File: src/pa_shaper_pkg.sv
package pa_shaper_pkg;

  // ------------------------------------------------------------
  // register map (word addresses on the plain port)
  // ------------------------------------------------------------
  localparam int            ADDR_W            = 4;
  localparam logic [3:0]    ADDR_TABLE        = 4'h0;
  localparam logic [3:0]    ADDR_FRONT_END    = 4'h1;
  localparam logic [3:0]    ADDR_CONTROL      = 4'h2;
  localparam logic [3:0]    ADDR_STATUS       = 4'h3;
  localparam logic [3:0]    ADDR_TABLE_PTR    = 4'h4;

  // ------------------------------------------------------------
  // fields and reset values
  // ------------------------------------------------------------
  localparam int            TABLE_DEPTH       = 8;
  localparam int            IDX_W             = 3;
  localparam logic [7:0]    TABLE0_RESET      = 8'hc6;
  localparam logic [7:0]    TABLE_CLEAR       = 8'h00;
  localparam logic [2:0]    IDX_ZERO          = 3'h0;
  localparam logic [2:0]    IDX_ONE           = 3'h1;
  localparam int            LIMIT_LSB         = 0;
  localparam int            CTRL_MOD_LSB      = 0;
  localparam int            CTRL_TX_BIT       = 2;
  localparam int            CTRL_SLEEP_BIT    = 3;
  localparam int            CTRL_DIV_LSB      = 8;
  localparam logic [15:0]   DIV_RESET         = 16'h0063;
  localparam logic [2:0]    STEPS_PER_SYMBOL  = 3'h7;

  typedef enum logic [1:0] {
    MOD_FSK,
    MOD_OOK,
    MOD_ASK
  } mod_e;

  // register bus request
  typedef struct packed {
    logic        wr;
    logic        rd;
    logic        burst;
    logic [3:0]  addr;
    logic [31:0] wdata;
  } bus_req_s;

endpackage : pa_shaper_pkg

File: src/power_index_limit_table_shaper.sv
// Function
// RQ1 - eight-entry power table plus a three-bit limit selecting the steady entry
// RQ2 - at frame start and end, step indices zero to limit and back
// RQ3 - host disables ramping by limit zero and power in entry zero
// RQ4 - on-off keying uses entry zero for zero, entry one for one
// RQ5 - host avoids writing table values 0x61 through 0x6f
// RQ6 - after reset entry zero holds 0xc6
// RQ7 - only burst writes reach entries beyond zero; single writes hit zero
// RQ8 - sleep keeps entry zero and clears all other entries
// RQ9 - amplitude keying counter rises on one, falls on zero
// RQ10 - counter steps eight times per symbol
// RQ11 - counter saturates at limit and at zero
// RQ12 - counter value indexes the power table directly
// RQ13 - host sets limit to seven for amplitude keying
// RQ14 - host loads only 0x00 and 0x30..0x3f into shaping entries
// RQ15 - index held zero when idle; ramp steps eight per symbol
`timescale 1ns/10ps
module power_index_limit_table_shaper (
  // clock and reset
  input  wire logic                    clk,
  input  wire logic                    reset_n,
  // register port
  input  wire pa_shaper_pkg::bus_req_s bus_req,
  output logic [31:0]                  rdata,
  // modulator
  input  wire logic                    tx_symbol,
  // power amplifier
  output logic [7:0]                   pa_setting,
  output logic [2:0]                   pa_index
);
  import pa_shaper_pkg::*;

  // ------------------------------------------------------------
  // registers
  // ------------------------------------------------------------
  logic [7:0]  table_r [TABLE_DEPTH];
  logic [2:0]  ptr_r;
  logic [2:0]  limit_r;
  mod_e        mod_r;
  logic        tx_en_r;
  logic        sleep_r;
  logic [15:0] div_r;
  logic [15:0] tick_cnt_r;
  logic        tick_r;
  logic [2:0]  shape_r;
  logic [2:0]  shape_nxt;
  logic [7:0]  setting_r;
  logic [2:0]  index_r;
  logic [31:0] rdata_r;

  wire logic   wr_table = bus_req.wr && (bus_req.addr == ADDR_TABLE);

  // ------------------------------------------------------------
  // power table
  // ------------------------------------------------------------
  // RQ6 RQ7 RQ8 table write rules
  always_ff @(posedge clk) begin
    if (!reset_n) begin
      for (int i = 0; i < TABLE_DEPTH; i++) begin
        table_r[i] <= (i == 0) ? TABLE0_RESET : TABLE_CLEAR;
      end
    end else if (sleep_r) begin
      for (int i = 1; i < TABLE_DEPTH; i++) begin
        table_r[i] <= TABLE_CLEAR;
      end
    end else if (wr_table) begin
      if (bus_req.burst) begin
        table_r[ptr_r] <= bus_req.wdata[7:0];
      end else begin
        table_r[IDX_ZERO] <= bus_req.wdata[7:0];
      end
    end
  end

  // burst pointer: starts at zero, advances on each burst table access
  // RQ7 burst pointer
  always_ff @(posedge clk) begin
    if (!reset_n) begin
      ptr_r <= IDX_ZERO;
    end else if (bus_req.wr && bus_req.addr == ADDR_TABLE_PTR) begin
      ptr_r <= bus_req.wdata[2:0];
    end else if ((wr_table || (bus_req.rd && bus_req.addr == ADDR_TABLE)) && bus_req.burst) begin
      ptr_r <= ptr_r + IDX_ONE;
    end else if (!bus_req.burst && (bus_req.wr || bus_req.rd) && bus_req.addr == ADDR_TABLE) begin
      ptr_r <= IDX_ZERO;
    end
  end

  // ------------------------------------------------------------
  // configuration
  // ------------------------------------------------------------
  // RQ1 limit field
  always_ff @(posedge clk) begin
    if (!reset_n) begin
      limit_r <= IDX_ZERO;
    end else if (bus_req.wr && bus_req.addr == ADDR_FRONT_END) begin
      limit_r <= bus_req.wdata[LIMIT_LSB +: IDX_W];
    end
  end

  always_ff @(posedge clk) begin
    if (!reset_n) begin
      mod_r   <= MOD_FSK;
      tx_en_r <= 1'b0;
      sleep_r <= 1'b0;
      div_r   <= DIV_RESET;
    end else if (bus_req.wr && bus_req.addr == ADDR_CONTROL) begin
      case (bus_req.wdata[CTRL_MOD_LSB +: 2])
        2'h1:    mod_r <= MOD_OOK;
        2'h2:    mod_r <= MOD_ASK;
        default: mod_r <= MOD_FSK;
      endcase
      tx_en_r <= bus_req.wdata[CTRL_TX_BIT];
      sleep_r <= bus_req.wdata[CTRL_SLEEP_BIT];
      div_r   <= bus_req.wdata[CTRL_DIV_LSB +: 16];
    end
  end

  // ------------------------------------------------------------
  // step tick at eight per symbol
  // ------------------------------------------------------------
  // RQ10 step rate divider
  always_ff @(posedge clk) begin
    if (!reset_n || !tx_en_r) begin
      tick_cnt_r <= 16'h0000;
      tick_r     <= 1'b0;
    end else if (tick_cnt_r >= div_r) begin
      tick_cnt_r <= 16'h0000;
      tick_r     <= 1'b1;
    end else begin
      tick_cnt_r <= tick_cnt_r + 16'h0001;
      tick_r     <= 1'b0;
    end
  end

  // ------------------------------------------------------------
  // shaping and ramp counter
  // ------------------------------------------------------------
  always_comb begin
    shape_nxt = shape_r;
    case (mod_r)
      // RQ9 RQ11 ask up down
      MOD_ASK: begin
        if (tx_symbol && shape_r < limit_r) begin
          shape_nxt = shape_r + IDX_ONE;
        end else if (!tx_symbol && shape_r != IDX_ZERO) begin
          shape_nxt = shape_r - IDX_ONE;
        end
      end
      default: begin
        // RQ2 RQ15 ramp up
        if (shape_r < limit_r) begin
          shape_nxt = shape_r + IDX_ONE;
        end else if (shape_r > limit_r) begin
          shape_nxt = limit_r;
        end
      end
    endcase
  end

  // ramp down: when tx ends, step back to zero at tick rate
  logic ramp_down_r;
  always_ff @(posedge clk) begin
    if (!reset_n) begin
      ramp_down_r <= 1'b0;
    end else begin
      ramp_down_r <= !tx_en_r && (shape_r != IDX_ZERO);
    end
  end

  logic [15:0] down_cnt_r;
  always_ff @(posedge clk) begin
    if (!reset_n) begin
      shape_r    <= IDX_ZERO;
      down_cnt_r <= 16'h0000;
    end else if (!tx_en_r) begin
      // RQ2 RQ15 ramp down
      if (shape_r == IDX_ZERO) begin
        down_cnt_r <= 16'h0000;
      end else if (down_cnt_r >= div_r) begin
        down_cnt_r <= 16'h0000;
        shape_r    <= shape_r - IDX_ONE;
      end else begin
        down_cnt_r <= down_cnt_r + 16'h0001;
      end
    end else begin
      // clear the leftover so a later ramp-down starts with a full step
      down_cnt_r <= 16'h0000;
      if (tick_r) begin
        shape_r <= shape_nxt;
      end
    end
  end

  // ------------------------------------------------------------
  // table lookup toward the amplifier
  // ------------------------------------------------------------
  always_ff @(posedge clk) begin
    if (!reset_n) begin
      index_r   <= IDX_ZERO;
      setting_r <= TABLE_CLEAR;
    end else if (mod_r == MOD_OOK && tx_en_r && shape_r == limit_r) begin
      // RQ4 ook entry select
      index_r   <= tx_symbol ? IDX_ONE : IDX_ZERO;
      setting_r <= tx_symbol ? table_r[IDX_ONE] : table_r[IDX_ZERO];
    end else begin
      // RQ12 RQ1 counter indexes table
      index_r   <= shape_r;
      setting_r <= table_r[shape_r];
    end
  end

  assign pa_index   = index_r;
  assign pa_setting = setting_r;

  // ------------------------------------------------------------
  // read port
  // ------------------------------------------------------------
  always_ff @(posedge clk) begin
    if (!reset_n) begin
      rdata_r <= 32'h0000_0000;
    end else if (bus_req.rd) begin
      case (bus_req.addr)
        ADDR_TABLE:     rdata_r <= {24'h00_0000, bus_req.burst ? table_r[ptr_r] : table_r[IDX_ZERO]};
        ADDR_FRONT_END: rdata_r <= {29'h0000_0000, limit_r};
        ADDR_CONTROL:   rdata_r <= {8'h00, div_r, 4'h0, sleep_r, tx_en_r, mod_r};
        ADDR_STATUS:    rdata_r <= {25'h000_0000, ramp_down_r, shape_r, index_r};
        ADDR_TABLE_PTR: rdata_r <= {29'h0000_0000, ptr_r};
        default:        rdata_r <= 32'h0000_0000;
      endcase
    end else begin
      rdata_r <= 32'h0000_0000;
    end
  end

  assign rdata = rdata_r;

  // ------------------------------------------------------------
  // checks
  // ------------------------------------------------------------
  // RQ11 saturation
  sat_limit_a: assert property (@(posedge clk) disable iff (!reset_n) // RQ11
    (mod_r == MOD_ASK && tx_en_r && $past(tx_en_r))
    |-> (shape_r <= limit_r || $past(shape_r) > limit_r))
    else $error("shaping counter passed limit");

  // RQ9 direction up
  ask_up_a: assert property (@(posedge clk) disable iff (!reset_n) // RQ9
    (mod_r == MOD_ASK && tx_en_r && tick_r && tx_symbol && shape_r < limit_r)
    |=> shape_r == $past(shape_r) + IDX_ONE)
    else $error("ask counter failed to rise");

  // RQ9 direction down
  ask_down_a: assert property (@(posedge clk) disable iff (!reset_n) // RQ9
    (mod_r == MOD_ASK && tx_en_r && tick_r && !tx_symbol && shape_r != IDX_ZERO && $stable(mod_r))
    |=> shape_r == $past(shape_r) - IDX_ONE)
    else $error("ask counter failed to fall");

  // RQ10 no step without tick
  step_rate_a: assert property (@(posedge clk) disable iff (!reset_n) // RQ10
    (tx_en_r && !tick_r)
    |=> $stable(shape_r) || !tx_en_r)
    else $error("counter moved without tick");

  // RQ10 tick when count due
  tick_due_a: assert property (@(posedge clk) disable iff (!reset_n) // RQ10
    (tx_en_r && tick_cnt_r >= div_r)
    |=> tick_r)
    else $error("step tick missed");

  // RQ12 index follows counter
  index_map_a: assert property (@(posedge clk) disable iff (!reset_n) // RQ12
    (mod_r != MOD_OOK)
    |=> pa_index == $past(shape_r))
    else $error("index not counter");

  // RQ12 setting from table
  table_lookup_a: assert property (@(posedge clk) disable iff (!reset_n) // RQ12
    (mod_r != MOD_OOK)
    |=> pa_setting == $past(table_r[shape_r]))
    else $error("setting not table entry");

  // RQ2 ramp up per tick
  ramp_up_a: assert property (@(posedge clk) disable iff (!reset_n) // RQ2
    (mod_r != MOD_ASK && tx_en_r && tick_r && shape_r < limit_r)
    |=> shape_r == $past(shape_r) + IDX_ONE)
    else $error("ramp failed to rise");

  // RQ2 ramp down after transmit
  ramp_fall_a: assert property (@(posedge clk) disable iff (!reset_n) // RQ2
    (!tx_en_r && shape_r != IDX_ZERO && down_cnt_r >= div_r)
    |=> shape_r == $past(shape_r) - IDX_ONE)
    else $error("ramp failed to fall");

  // RQ1 steady entry at limit
  steady_entry_a: assert property (@(posedge clk) disable iff (!reset_n) // RQ1
    (mod_r != MOD_ASK && tx_en_r && shape_r == limit_r)
    |=> shape_r == $past(limit_r))
    else $error("steady index left limit");

  // RQ6 reset value
  reset_val_a: assert property (@(posedge clk) // RQ6
    !reset_n
    |=> table_r[IDX_ZERO] == TABLE0_RESET)
    else $error("entry zero reset wrong");

  // RQ7 single write lands in entry zero
  single_wr_a: assert property (@(posedge clk) disable iff (!reset_n) // RQ7
    (wr_table && !bus_req.burst && !sleep_r)
    |=> table_r[IDX_ZERO] == $past(bus_req.wdata[7:0]))
    else $error("single write missed entry zero");

  // RQ7 single write spares entry one
  single_keep_a: assert property (@(posedge clk) disable iff (!reset_n) // RQ7
    (wr_table && !bus_req.burst && !sleep_r)
    |=> table_r[IDX_ONE] == $past(table_r[IDX_ONE]))
    else $error("single write reached entry one");

  // RQ7 burst write lands at pointer
  burst_write_a: assert property (@(posedge clk) disable iff (!reset_n) // RQ7
    (wr_table && bus_req.burst && !sleep_r)
    |=> table_r[$past(ptr_r)] == $past(bus_req.wdata[7:0]))
    else $error("burst write missed pointer entry");

  // RQ8 sleep clears entries one and seven
  sleep_clr_a: assert property (@(posedge clk) disable iff (!reset_n) // RQ8
    sleep_r
    |=> table_r[7] == TABLE_CLEAR && table_r[IDX_ONE] == TABLE_CLEAR)
    else $error("sleep kept upper entries");

  // RQ8 sleep keeps entry zero
  sleep_keep_a: assert property (@(posedge clk) disable iff (!reset_n) // RQ8
    sleep_r
    |=> table_r[IDX_ZERO] == $past(table_r[IDX_ZERO]))
    else $error("sleep changed entry zero");

  // RQ4 ook selection
  ook_sel_a: assert property (@(posedge clk) disable iff (!reset_n) // RQ4
    (mod_r == MOD_OOK && tx_en_r && shape_r == limit_r)
    |=> pa_index == {2'h0, $past(tx_symbol)})
    else $error("ook entry wrong");

  // RQ4 ook power level
  ook_level_a: assert property (@(posedge clk) disable iff (!reset_n) // RQ4
    (mod_r == MOD_OOK && tx_en_r && shape_r == limit_r)
    |=> pa_setting == ($past(tx_symbol) ? $past(table_r[IDX_ONE]) : $past(table_r[IDX_ZERO])))
    else $error("ook level wrong");

  // RQ15 idle counter stays zero
  idle_zero_a: assert property (@(posedge clk) disable iff (!reset_n) // RQ15
    (!tx_en_r && shape_r == IDX_ZERO)
    |=> shape_r == IDX_ZERO)
    else $error("idle counter moved");

  // RQ15 idle index zero
  idle_index_a: assert property (@(posedge clk) disable iff (!reset_n) // RQ15
    (!tx_en_r && shape_r == IDX_ZERO)
    |=> pa_index == IDX_ZERO)
    else $error("idle index not zero");

endmodule : power_index_limit_table_shaper

File: config.mk
export PLATFORM = sky130hd
export DESIGN_NAME = power_index_limit_table_shaper
export DESIGN_NICKNAME = d
export VERILOG_FILES = /design/src/pa_shaper_pkg.sv /design/src/power_index_limit_table_shaper.sv
export SDC_FILE = /design/constraint.sdc
export NUM_CORES = 1
export LEC_CHECK = 0
export BUFFER_PORTS_ARGS = -buffer_cell sky130_fd_sc_hd__buf_2
export CELL_PAD_IN_SITES_DETAIL_PLACEMENT = 0
export CELL_PAD_IN_SITES_GLOBAL_PLACEMENT = 1
export CORE_MARGIN = 4
export CORE_UTILIZATION = 51
export CTS_CLUSTER_DIAMETER = 200
export DETAILED_ROUTE_END_ITERATION = 12
export PLACE_DENSITY_LB_ADDON = 0.1
export SETUP_SLACK_MARGIN = 0.05
export SYNTH_ARGS = -nofsm -noshare
export SYNTH_HDL_FRONTEND = slang
export SYNTH_SLANG_ARGS = --single-unit
File: constraint.sdc
create_clock -name clk -period 6.4 [get_ports clk]
set_input_delay 0.32 -clock clk [delete_from_list [all_inputs] [get_ports clk]]
set_output_delay 0.32 -clock clk [all_outputs]
set_load 0.05 [all_outputs]
Word-level counts from Yosys, hierarchy flattened
Memory sizes are Yosys's and may differ from the RTL's. A register that Yosys moved wholly into a read port is not among the register bits.
Index checks and enable logic that the tools add are counted.
{ "classes": {"addsub": 5, "eq_ne": 13, "reduce_logical": 30, "n_bitwise": 9, "n_mux": 49, "magnitude_cmp": 4} }
{ "ops": {"columns": ["cell", "count"], "rows": [
  ["case mux 24 bit (5 select lines)", 1],
  ["two-way mux 8 bit", 12],
  ["two-way mux 3 bit", 18],
  ["adder 16 x 1 -> 16 bit (second input constant)", 2],
  [">= comparator 16 bit", 2],
  ["two-way mux 1 bit", 17],
  ["logical AND 1 bit", 13],
  ["== test 4 x 2 -> 1 bit (second input constant)", 2],
  ["bitwise OR 1 bit", 8],
  ["OR reduction 8 bit", 1],
  ["adder 3 x 1 -> 3 bit (second input constant)", 2],
  ["nonzero test 3 bit", 2],
  ["AND reduction 5 bit", 1],
  ["== test 2 x 1 -> 1 bit (second input constant)", 2],
  ["== test 2 bit (second input constant)", 2],
  ["== test 4 x 1 -> 1 bit (second input constant)", 1],
  ["== test 4 x 3 -> 1 bit (second input constant)", 1],
  ["logical NOT 1 bit", 4],
  ["logical NOT 4 bit", 1],
  ["!= test 4 x 1 -> 1 bit (second input constant)", 1],
  ["!= test 4 bit (second input constant)", 1],
  ["case mux 2 bit (2 select lines)", 1],
  ["OR reduction 4 bit", 1],
  ["== test 3 bit", 1],
  ["other kinds (11)", 13]
]} }
{ "word_totals": {"ramBits": 64, "reg_bits": 106, "input_bits": 42, "mem_count": 1, "out_inout_bits": 43} }
{ "memory_table": {"columns": ["name", "depth", "width", "rd", "rd_ports_with_merged_regs", "write_ports", "line", "text"], "rows": [
  ["table_r", 8, 8, 4, 2, 8, "power_index_limit_table_shaper.sv:36", "logic [7:0] table_r [TABLE_DEPTH];"]
]} }

Longest topological paths before layout
{ "depth": {"word_depth": 9, "mapped_depth": 9} }

Worst setup path after synthesis
OpenSTA, ideal clock, no wires.
{ "synth_timing": {"kind": "input port to flip-flop", "start": "input port bus_req[32] in the netlist's numbering", "end": "memory table_r[7][0], enable pin", "path_buffers": 1, "slack_ps": 4087, "cell_stages": 6, "setup_time_ps": 384, "arrival_time_ps": 1929, "cell_sequence": "buf_2 > nor4_4 > nand4_2 > inv_2 > nand2_2 > o21ai_0"} }
{ "synth_lines": {"columns": ["element", "line", "text"], "rows": [
  ["start, declared", "power_index_limit_table_shaper.sv:23", "input wire pa_shaper_pkg::bus_req_s bus_req,"],
  ["end, declared", "power_index_limit_table_shaper.sv:36", null]
]} }

==> results.md <==
- Max IR drop VDD: 0.179 mV
- Internal power: 0.00179 W
- Main synth FF type: dfxtp_1
- Critical Path Max Stage Delay: 0.91 ns
- Fraction of registers with async set/reset: 0%
- Average size of a mapped cell: 10.6 µm²
- Yosys warnings: 0
- Critical path, cell by cell: nor2b_1, nand4_2, inv_2, nand2_2, o21ai_0
- Register area share after synthesis: 46.5%
- Vias per Instance: 5.70
- Port buffer count: 68
- Layout area overhead: 12.0%
- GRT overflow: 0
- EDFF count, synth: 64
- FMAX: 375 MHz
- Worst setup SP type: register
- Sum of negative setup slack: 0 ns
- Final Core Density: 58.1%
- Distinct cells, synth: 68
- Max-slew violation count: 0
- Setup Buffers After CTS: 0
- Total power: 0.00234 W
- Hold Crit Class: input port to register
- GPL Wtd Cong: 0.898
- Total clock buffers created by CTS: 17
- Final Hold Viols: 0
- H-tree levels: 4
- Clock Pin Slew Worst Setup and Hold Paths: 0.07 ns
- Comb power frac: 5.4%
- CTS Hold Bufs: 0
- CP max FO: 8
- Switch share: 23.5%
- DRT antenna net count: 0
- Hpwl dp: 15.5 mm
- Drt first pass iters: 5
- Die width: 138 µm
- Seq pwr share: 48.9%
- First-pass GRT wire length: 32.5 mm
- Largest net degree at the start of global routing: 39
- Final period util: 41.7%
- Outcome: completed
- Fraction of layout cells with a size suffix above 1: 18.1%
- Core area: 16600 µm²
- Filler Cell Count: 1445
- Setup violators final: 0
- CTS tree: yes
- Initial antenna violation count: 1
- Worst EP required: 6.45 ns
- Synth Register Bits: 168
- Max cap viols: 0
- Area of the multi-input gates: 4270 µm²
- Crit path DAT: 2.72 ns
- Slew @ Worst Pin: 1.10 ns
- Post-cts sizing count: 0
- Starting Density: 51.9%
- Number of global-route vias before repair: 5933
- Worst skew pair latency: 0.43 ns
- Num rows: 47
- CTS root buffer: clkbuf_16
- Register area: 4000 µm²
- Fin crit period: 2.67 ns
- RSZ-0062 raised after global routing: no
- Iter 0 DRT Violations: 491
- Clk_skew: 0.00926 ns
- Clock sinks: 168
- Static leakage: 3.59 nW
- Total routed wirelength: 20.6 mm
- Crit path max-delay cell type: o21ai_0
- # IOs: 85
- Slew HR: 25.8%
- DRC: 0
- Cells after synthesis: 811
- Worst-case clock buffer depth: 2
- Die Ht: 138 µm
- Nets: 938
- Clk pwr share: 45.7%
- Critical path type: register to register
- Mapped Area: 8610 µm²
- Switching power: 0.000549 W
- Drt wl/cell: 18.9 µm
- Die area: 19000 µm²
- Vias: 6210
- Setup crit end kind: register
- Pwr Density: 243 nW/µm²
- GRT Total Usage: 22.7%
-- metal layers --
layer  share of wire [%]  GRT usage (%)  routed length (µm)  up-vias
met2                  44           33.5                8990      202
met3                 6.5           4.28                1330       20
li1                    -              -                   -     3008
met1                  49           34.7               10100     2980
met5                   0              0                   0        -
met4                 1.0           5.60                 216        0
-- power groups by stage --
stage | clock (W) | combinational [W] | sequential [W]
CTS | 0.00108 | 0.000125 | 0.00114
finish | 0.00107 | 0.000126 | 0.00114
detailed placement | 0 | 0.000125 | 0.00117
floorplan | 0 | 0.0000832 | 0.00117
global placement | 0 | 0.000123 | 0.00117
global route | 0.00114 | 0.000137 | 0.00115
-- through the flow --
stage | setup WS, ns | std cells | hold slack, ns | cell area, µm²
finish | 3.73 | 1089 | 0.122 | 9640
global route | 3.47 | 1089 | 0.110 | 9640
CTS | 3.71 | 1088 | 0.109 | 9630
detailed placement | 3.33 | 1056 | 0.447 | 9020
global placement | 3.45 | 1056 | 0.441 | 9020
floorplan | 4.09 | 818 | 0.426 | 8630
-- cell usage in the layout, fill, tap and decap left out, types with 32 or more instances in the layout --
master and instances:
edfxtp_1 64, nor2_1 52, and2_1 64, ha_1 41
a21oi_1 49, buf_2 68, nand2_1 72, mux4_2 32
dfxtp_1 104, inv_1 32
-- synth_stat cells (3+ instances only) --
cell,n,area share (%)
buf_4,9,0.78
and4_1,3,0.31
a31oi_1,6,0.44
edfxtp_1,64,22
o21ai_0,12,0.70
mux2_2,3,0.39
buf_2,11,0.64
a211o_1,4,0.41
clkbuf_1,28,1.2
a22o_1,3,0.31
mux4_2,32,8.4
o211ai_1,6,0.52
mux2i_1,21,2.4
a21oi_1,49,2.8
a211oi_1,25,2.2
nor4_1,15,1.1
nor2_1,52,2.3
nand2_1,72,3.1
a22oi_1,3,0.26
inv_1,32,1.4
nor2b_1,14,1.0
nor3_1,9,0.52
nand2b_1,13,0.94
xor2_1,15,1.5
and2_1,64,4.7
or3_1,3,0.22
nand3_1,19,1.1
buf_1,3,0.13
a21o_1,5,0.44
a21boi_0,3,0.26
ha_1,41,6.0
xnor2_1,14,1.4
nand4_1,6,0.44
nand3b_1,3,0.26
and3_1,6,0.44
nor3_2,3,0.35
dfxtp_1,104,24
-- registers in the layout, summed over array words and instances (netlist names), named ones only --
signal,flops
table_r,64
rdata,24
div_r,16
down_cnt_r,16
tick_cnt_r,16
pa_setting,8
limit_r,3
pa_index,3
ptr_r,3
shape_r,3
mod_r,2
ramp_down_r,1
sleep_r,1
tick_r,1
tx_en_r,1
-- logic make-up after synthesis --
| group | after synthesis | share of synthesized area (%) |
|---|---|---|
| fa+ha+maj | 41 | 5.96 |
| flops | 168 | 46.5 |
| mux | 56 | 11.2 |
| buf+inv | 84 | 4.22 |
| compound gates | 135 | 10.4 |
| other cells | 1 | 0.0436 |
| xor+xnor | 29 | 2.95 |
| simple gates | 297 | 18.7 |
-- worst max-delay path: cells and delay by family, from the launching register on --
kind,cells,cell delay (ns)
flops,1,0.35
compound gates,1,0.91
buf+inv,1,0.11
simple gates,3,0.92
-- cell type report --
| class | instances | area share [%] |
|---|---|---|
| Tap cell | 220 | 2.86 |
| Inverter | 33 | 1.29 |
| Clock buffer | 17 | 4.41 |
| Antenna cell | 1 | 0.0260 |
| Multi-Input combinational cell | 566 | 44.3 |
| Timing Repair Buffer | 69 | 3.61 |
| Clock inverter | 15 | 1.99 |
| Sequential cell | 168 | 41.5 |
-- worst paths after layout --
kind | startpoint | end | slack, ns | depth (start not counted)
worst max-delay path | sleep_r | table_r[7][4] | 3.73 | 5
worst min-delay path | bus_req[14] | div_r[6] | 0.12 | 3
worst max register to register | sleep_r | table_r[7][4] | 3.73 | 5
worst min register to register | div_r[10] | div_r[10] | 0.45 | 2
No activity file was read; power rests on OpenSTA's default activity.
